[src/verilog/pfresp_pkg.sv]
// pfresp_pkg: constants shared by the permanent-failure response block
// assumes nothing of its surroundings beyond a single 40 MHz clock
package pfresp_pkg;

  // -------------------------------------------------------------------
  // configuration byte field positions and reset value
  // -------------------------------------------------------------------
  localparam int unsigned CFG_W            = 8;
  localparam int unsigned BIT_SRC_SEL      = 7;
  localparam int unsigned BIT_RECORD_EN    = 5;
  localparam int unsigned BIT_BLOW_EN      = 4;
  localparam int unsigned BIT_SLEEP_EN     = 3;
  localparam int unsigned BIT_REG_OFF_EN   = 2;
  localparam int unsigned BIT_SWITCH_OFF   = 1;
  localparam logic [7:0]  CFG_RESET        = 8'h02;

  // -------------------------------------------------------------------
  // voltage and timing
  // -------------------------------------------------------------------
  localparam int unsigned VOLT_W           = 16;
  localparam int unsigned CLK_HZ           = 40_000_000;
  localparam int unsigned BLOW_TIME_NS     = 1000;
  localparam int unsigned BLOW_CYCLES      =
    (BLOW_TIME_NS * (CLK_HZ / 1_000_000) + 999) / 1000;
  localparam int unsigned BLOW_CNT_W       = 8;

  // response sequencer states
  typedef enum logic [2:0]
  {
    PFR_IDLE,
    PFR_ACT,
    PFR_SLEEP_WAIT,
    PFR_SLEEP,
    PFR_DONE
  } pfresp_state_t;

endpackage

[src/verilog/pfresp_blow_timer.sv]
// pfresp_blow_timer: holds the fuse drive for a fixed number of cycles
// assumes start is a one-cycle pulse from the response sequencer
`timescale 1ns/1ps
module pfresp_blow_timer
  import pfresp_pkg::*;
(
  input  wire logic clk,
  input  wire logic sys_rst,
  input  wire logic start,
  output logic      drive,
  output logic      done
);

  logic [BLOW_CNT_W-1:0] cnt_q;
  logic [BLOW_CNT_W-1:0] cnt_d;
  logic                  run_q;
  logic                  done_q;

  // -------------------------------------------------------------------
  // counter
  // -------------------------------------------------------------------
  // pulse width is fixed so the driver sees the same energy every time
  assign cnt_d = run_q ? cnt_q - 1'b1
                       : BLOW_CNT_W'(BLOW_CYCLES);

  always_ff @(posedge clk or posedge sys_rst)
  begin
    if (sys_rst)
    begin
      cnt_q  <= '0;
      run_q  <= 1'b0;
      done_q <= 1'b0;
    end
    else
    begin
      cnt_q  <= (start || run_q) ? cnt_d : cnt_q;
      run_q  <= start ? 1'b1 : (run_q && cnt_q != 1) ;
      done_q <= done_q || (run_q && cnt_q == 1);
    end
  end

  assign drive = run_q;
  assign done  = done_q;

endmodule

[src/verilog/pfresp_top.sv]
// pfresp_top: permanent-failure response sequencer
// assumes detection, voltage readings and config bits are synchronous
// to clk; nvm programming handshake comes from on-chip logic
// Function
// - source select one: pack voltage gates blow
// - source select zero: stack voltage gates blow
// - record enable: program failure status into nvm
// - delay nvm programming until conditions allow
// - no write permit: keep status in ram
// - record disabled: status lost on reset
// - blow enable: blow fuse once voltage suffices
// - sleep enable: enter deepest sleep after failure
// - sleep waits for blow and programming
// - after failure hold switches off, ignore monitoring
// - regulator enable: turn regulators off
// - host command re-enables regulators
// - switch-off enable default one: switches off
`timescale 1ns/1ps
module pfresp_top
  import pfresp_pkg::*;
(
  input  wire logic                       clk,
  input  wire logic                       sys_rst,
  input  wire logic                       pf_detect,
  input  wire logic [pfresp_pkg::CFG_W-1:0] cfg,
  input  wire logic                       nvm_runtime_write_permit,
  input  wire logic [pfresp_pkg::VOLT_W-1:0] pack_volt,
  input  wire logic [pfresp_pkg::VOLT_W-1:0] stack_volt,
  input  wire logic [pfresp_pkg::VOLT_W-1:0] min_blow_volt,
  input  wire logic                       nvm_ready,
  input  wire logic                       nvm_done,
  input  wire logic                       pf_status_in_ram,
  input  wire logic                       partial_reset,
  input  wire logic                       host_reg_on_cmd,
  output logic                            pf_latched,
  output logic                            switch_off,
  output logic                            fuse_drive,
  output logic                            regulator_off,
  output logic                            nvm_program,
  output logic                            ram_status_keep,
  output logic                            deepest_sleep_mode
);

  pfresp_state_t   state_q;
  pfresp_state_t   state_d;
  logic [CFG_W-1:0] cfg_q;
  logic            pf_q;
  logic            reg_off_q;
  logic            nvm_prog_q;
  logic            nvm_fin_q;
  logic            ram_keep_q;
  logic            blow_start_q;
  logic            blow_started_q;
  logic            sleep_q;
  logic            blow_drive;
  logic            blow_done;

  // -------------------------------------------------------------------
  // decode
  // -------------------------------------------------------------------
  function automatic logic cfg_bit(input logic [CFG_W-1:0] c,
                                   input int unsigned pos);
    cfg_bit = c[pos];
  endfunction

  wire first_fail  = pf_detect && !pf_q;
  wire use_pack    = cfg_bit(cfg_q, BIT_SRC_SEL);
  wire blow_en     = cfg_bit(cfg_q, BIT_BLOW_EN);
  wire rec_en      = cfg_bit(cfg_q, BIT_RECORD_EN);
  wire sleep_en    = cfg_bit(cfg_q, BIT_SLEEP_EN);
  wire regoff_en   = cfg_bit(cfg_q, BIT_REG_OFF_EN);
  wire swoff_en    = cfg_bit(cfg_q, BIT_SWITCH_OFF);
  // selected voltage must exceed the threshold
  wire [VOLT_W-1:0] gate_volt = use_pack ? pack_volt
                                         : stack_volt;
  wire volt_ok     = gate_volt > min_blow_volt;
  wire want_nvm    = rec_en && nvm_runtime_write_permit;
  wire blow_fin    = !blow_en || blow_done;
  wire nvm_fin     = !want_nvm || nvm_fin_q;
  wire acts_done   = blow_fin && nvm_fin;
  wire blow_go     = state_q == PFR_ACT && blow_en && volt_ok
                     && !blow_started_q;

  // -------------------------------------------------------------------
  // state machine
  // -------------------------------------------------------------------
  always_comb
  begin
    state_d = state_q;
    case (state_q)
      PFR_IDLE:       state_d = first_fail ? PFR_ACT : PFR_IDLE;
      PFR_ACT:        state_d = PFR_SLEEP_WAIT;
      PFR_SLEEP_WAIT:
        if (acts_done)
          state_d = sleep_en ? PFR_SLEEP : PFR_DONE;
      PFR_SLEEP:      state_d = PFR_SLEEP;
      PFR_DONE:       state_d = PFR_DONE;
      default:        state_d = PFR_IDLE;
    endcase
  end

  // blow stays armed while waiting so a later voltage rise still fires
  wire blow_arm = (state_q == PFR_ACT || state_q == PFR_SLEEP_WAIT)
                  && blow_en && volt_ok && !blow_started_q;

  // -------------------------------------------------------------------
  // failure latch and sampled configuration
  // -------------------------------------------------------------------
  // enables are frozen at the first failure; later edits do not count
  always_ff @(posedge clk or posedge sys_rst)
  begin
    if (sys_rst)
    begin
      state_q <= PFR_IDLE;
      cfg_q   <= CFG_RESET;
      pf_q    <= 1'b0;
    end
    else
    begin
      state_q <= state_d;
      // only the first failure of a run captures; a failure after a
      // partial reset must not reopen the enables
      if (first_fail && state_q == PFR_IDLE)
        cfg_q <= cfg;
      // partial reset keeps status only if ram keeping was armed or nvm programming finished
      if (partial_reset && !ram_keep_q && !nvm_fin_q)
        pf_q <= 1'b0;
      else if (pf_detect || pf_status_in_ram)
        pf_q <= 1'b1;
    end
  end

  // -------------------------------------------------------------------
  // fuse blow
  // -------------------------------------------------------------------
  always_ff @(posedge clk or posedge sys_rst)
  begin
    if (sys_rst)
    begin
      blow_start_q   <= 1'b0;
      blow_started_q <= 1'b0;
    end
    else
    begin
      blow_start_q   <= blow_arm;
      blow_started_q <= blow_started_q || blow_arm;
    end
  end

  pfresp_blow_timer u_blow
  (
    .clk     (clk),
    .sys_rst (sys_rst),
    .start   (blow_start_q),
    .drive   (blow_drive),
    .done    (blow_done)
  );

  // -------------------------------------------------------------------
  // nvm record, ram keep, regulators, sleep
  // -------------------------------------------------------------------
  // programming waits for nvm_ready, which reflects supply and temp
  always_ff @(posedge clk or posedge sys_rst)
  begin
    if (sys_rst)
    begin
      nvm_prog_q <= 1'b0;
      nvm_fin_q  <= 1'b0;
      ram_keep_q <= 1'b0;
      reg_off_q  <= 1'b0;
      sleep_q    <= 1'b0;
    end
    else
    begin
      nvm_prog_q <= state_q != PFR_IDLE && want_nvm && !nvm_fin_q
                    && nvm_ready && !nvm_done;
      nvm_fin_q  <= nvm_fin_q || (nvm_prog_q && nvm_done);
      ram_keep_q <= ram_keep_q
                    || (state_q == PFR_ACT && rec_en
                        && !nvm_runtime_write_permit);
      // host command wins so the regulators can always come back
      if (host_reg_on_cmd)
        reg_off_q <= 1'b0;
      else if (state_q == PFR_ACT && regoff_en)
        reg_off_q <= 1'b1;
      sleep_q    <= sleep_q || state_d == PFR_SLEEP;
    end
  end

  assign pf_latched         = pf_q;
  assign switch_off         = pf_q && (state_q == PFR_IDLE ? cfg[BIT_SWITCH_OFF]
                                                           : swoff_en);
  assign fuse_drive         = blow_drive;
  assign regulator_off      = reg_off_q;
  assign nvm_program        = nvm_prog_q;
  assign ram_status_keep    = ram_keep_q;
  assign deepest_sleep_mode = sleep_q;
endmodule

[config.mk]
export PLATFORM = sky130hd
export DESIGN_NAME = pfresp_top
export DESIGN_NICKNAME = d
export VERILOG_FILES = /design/src/verilog/pfresp_pkg.sv /design/src/verilog/pfresp_blow_timer.sv /design/src/verilog/pfresp_top.sv
export SDC_FILE = /design/constraint.sdc
export NUM_CORES = 1
export LEC_CHECK = 0
export BUFFER_PORTS_ARGS = -buffer_cell sky130_fd_sc_hd__buf_2
export CAP_MARGIN = 20
export CORE_MARGIN = 2
export CORE_UTILIZATION = 45
export CTS_BUF_LIST = sky130_fd_sc_hd__clkbuf_16
export CTS_CLUSTER_SIZE = 24
export DETAILED_ROUTE_END_ITERATION = 10
export PLACE_DENSITY = 0.8
export SETUP_SLACK_MARGIN = 0.05
export SYNTH_ARGS = -nofsm -noshare
export SYNTH_HDL_FRONTEND = slang
export SYNTH_HIERARCHICAL = 1
export SYNTH_SLANG_ARGS = --single-unit
[constraint.sdc]
create_clock -name clk -period 4.83 [get_ports clk]
set_input_delay 0.483 -clock clk [delete_from_list [all_inputs] [get_ports clk]]
set_output_delay 0.483 -clock clk [all_outputs]
set_load 0.02 [all_outputs]
==> summary.md <==
| Metric | Value |
|---|---|
| Top sig layer | met4 |
| Synthesis-stage register bit count | 27 |
| Synth Area in Simple Gates | between 15 and 20% |
| CTS resizes | 0 |
| Slew margin rel. | between 50% and 60% |
| Final WL | ~3700 um |
| Post-Syn Nets | 264 |
| Hold WC Path Type | primary input to async pin |
| Final setup fails | 0 |
| Clock-pin transition on the worst setup and hold timing paths | around 60 ps |
| Die Ht | between 60 and 70 um |
| Critical Path AT | around 2700 ps |
| Fmax achieved | ~0.40 GHz |
| Post-synthesis mux area share | 15.4% |
| Top Ports | between 70 and 80 |
| Worst path top cell family by delay | flip-flops |
| Hold-fix buffers, CTS | 0 |
| Leading cell types in the layout, fill and taps excluded | 69 x buf_2, 26 x dfrtp_1, 24 x inv_1 |
| # nets final | 334 |
| Ant diodes | 0 |
| IO buf count | between 60 and 70 |
| First-pass GRT wire length | around 6200 um |
| Area share of xor/xnor cells in the synthesized design | less than 1% |
| RSZ-0062 raised after global routing | no |
| Gr ovfl total | 0 |
| Worst path max stage delay | approximately 750 ps |
| CTS sink count | 27 |
| Row cnt | 23 |
| Vias | between 1500 and 2000 |
| Die area | 4660 sq um |
| Crit-path max FO | 17 |
| Dominant cells by area after synthesis | dfrtp_1 35%, ha_1 12%, mux2_2 9.1%, inv_1 4.6%, mux2_1 3.6% |
| Max Cap Viol | 0 |
| Placement Cell Area | between 2000 and 2500 sq um |
| Synth cell types | 43 |
| Area of the multi-input gates | 1070 sq um |
| FILL cells | between 300 and 400 |
| FF-to-FF path depth | 6 |
| Antenna-violating nets left | 0 |
| Avg WL per Cell | between 10 and 15 um |
| Initial antenna violation count | 0 |
| Max-slew violations | 0 |
| Post-Syn Area per Cell | 10.3 sq um |
| Critical-path cell list | mux2_2, ha_1, nand4_4, nor4_4, o31ai_1, a311oi_2 |
| Detailed Place HPWL | 3000 um |
| Clock Skew | about 2.1 ps |
| Pre-CTS WS | ~2300 ps |
| Share of the synthesized area in the top cell type | between 30% and 40% |
| WP buf/inv | 0 |
| Minimum clock period | roughly 2500 ps |
| Largest family of logic cells by synthesized area | simple AND/OR/NAND/NOR gates |
| Setup TNS | 0 ps |
| PwrDens | between 200 and 300 nW/um^2 |
| Worst slew pin tran | 647 ps |
| Crit. End Element | register |
| Remaining DRCs | 0 |
| GPL Wtd Cong | slightly below 0.8 |
| CP Data Required Time | ~5000 ps |
| Core area | 4000 sq um |
| Run status | completed |
| Die width | about 68 um |
| Reg2reg start | cfg_q[7]$_DFFE_PP0P_ |
| Largest net degree at the start of global routing | 18 |
| Number of global-route vias before repair | roughly 1500 |
| Leading area contributor after synthesis | dfrtp_1 |
| Flop2flop setup slack | 2310 ps |
| Share of layout cells above drive strength 1 | 39.6% |
| Final Util | 58.1% |
| Final worst path period share | a little over half |
| CP Class | register to register |
| Post-synthesis cell area | approximately 1900 sq um |
| Root Buffer | clkbuf_16 |
| Vias per cell | around 5.2 |
| Clock latency on the worst-skew pair | about 250 ps |
| Hold Fails Final Rpt | 0 |
| Synth Warn # | 6 |
| Drt pass-1 iters | 4 |
| WL met2 | 1970 um |
| Final instance area | 2320 sq um |
| Iteration-0 DRC Markers | 56 |
| Met3 WL | 150 um |
| Routed metal-1 wirelength | approximately 1500 um |
| Peak supply drop | around 0.15 mV |
| LEAKAGE | 0.00127 uW |
| Startpoint Class | register |
| Bufs on Longest Clock Path | 2 |
| Total GRT Usage | between 15 and 20% |
| Area growth syn-to-layout | 25.1% |
| WHS | approximately 210 ps |
| Seq/Total Area, Yosys | 36.4% |
| Initial core utilization | between 40% and 50% |
| FF-to-FF End | blow_start_q$_DFF_PP0_ |
| Final worst slack | ~2300 ps |
| Crit path depth | 6 |
| Total CTS buffers | 3 |
| Setup Fix Bufs, Post-CTS | 0 |
| H-tree Lvls | 1 |
| CTS tree | yes |
| Syn Inst Count | ~180 |
| Synth Area in Adders | between 10% and 20% |
| Compound-Gate Fraction of Synth Area | approximately an eighth |
| Critical-path top delay cell | dfrtp_1 |
| Storage cell area | 677 sq um |
| Most common cell after layout, fill and taps aside | buf_2 |
## power breakdown
group          internal (uW)  switching, uW
Combinational           96.8           90.2
Sequential               266           52.9
Clock                    111           69.3
Total                    474            212
## synth_stat cells (all sizes together)
library cell / count
a2111oi: 1
a21boi: 1
a32oi: 1
a41o: 1
nor3: 9
nor3b: 2
nand3: 2
or2: 3
mux2: 21
a21oi: 11
and3b: 1
o31ai: 3
nor2b: 3
nor4b: 1
nand2: 9
buf: 4
ha: 18
dfrtp: 26
o21ai: 2
xor2: 1
a31oi: 4
mux2i: 5
inv: 23
or3b: 1
nor4: 1
a31o: 1
a211oi: 1
and3: 1
nand4: 3
nor2: 7
a21o: 3
dfstp: 1
nand2b: 4
nand3b: 4
a311oi: 1
a221oi: 1
## final cells by class
type	count	share of cell area (%)
Inverter	23	3.71
Timing Repair Buffer	69	14.9
Clock buffer	3	3.23
Tap cell	50	2.69
Multi-Input combinational cell	127	46.2
Sequential cell	27	29.1
Clock inverter	1	0.161
## how the worst max path moves through the flow
| stage | slack (ps) | end | startpoint |
|---|---|---|---|
| global placement | 2360 | blow_started_q$_DFF_PP0_ | cfg_q[7]$_DFFE_PP0P_ |
| detailed placement | 2260 | blow_start_q$_DFF_PP0_ | cfg_q[7]$_DFFE_PP0P_ |
| global route | 2080 | blow_started_q$_DFF_PP0_ | cfg_q[7]$_DFFE_PP0P_ |
| CTS | 2260 | blow_start_q$_DFF_PP0_ | cfg_q[7]$_DFFE_PP0P_ |
| floorplan | 2540 | blow_started_q$_DFF_PP0_ | cfg_q[7]$_DFFE_PP0P_ |
| finish | 2310 | blow_start_q$_DFF_PP0_ | cfg_q[7]$_DFFE_PP0P_ |
## worst register-to-register path: stages, from the launching register on
cell	delay, ps
dfrtp_1	750
mux2_2	420
ha_1	380
nand4_4	160
nor4_4	330
o31ai_1	150
a311oi_2	250
## layer usage
layer	up-vias	track usage [%]
met3	4	3.95
met5	-	0
met2	37	31.9
met1	722	20.3
met4	0	4.50
li1	786	-
## per-stage QoR
stage                     power, uW  cells
final                           686    300
after CTS                       696    300
after global routing            744    300
after floorplan                 448    181
after global placement          499    296
after detailed placement        510    296
## sequential cells by signal (all words and copies together), names as in the netlist
| name | flops |
|---|---|
| u_blow/cnt_q | 8 |
| ram_status_keep | 1 |
| u_blow/done | 1 |
| state_q | 3 |
| deepest_sleep_mode | 1 |
| blow_started_q | 1 |
| blow_start_q | 1 |
| u_blow/drive | 1 |
| nvm_program | 1 |
| cfg_q | 6 |
| pf_latched | 1 |
| nvm_fin_q | 1 |
| regulator_off | 1 |
## cells by family after synthesis
group / Yosys count
xor gates and xnor gates: 1
adders and majority gates: 18
and+or+nand+nor: 51
DFF: 27
buffers and inverters: 27
AOI/OAI and AO/OA: 31
muxes: 26
Note: power is estimated with default switching activity, not from simulation.
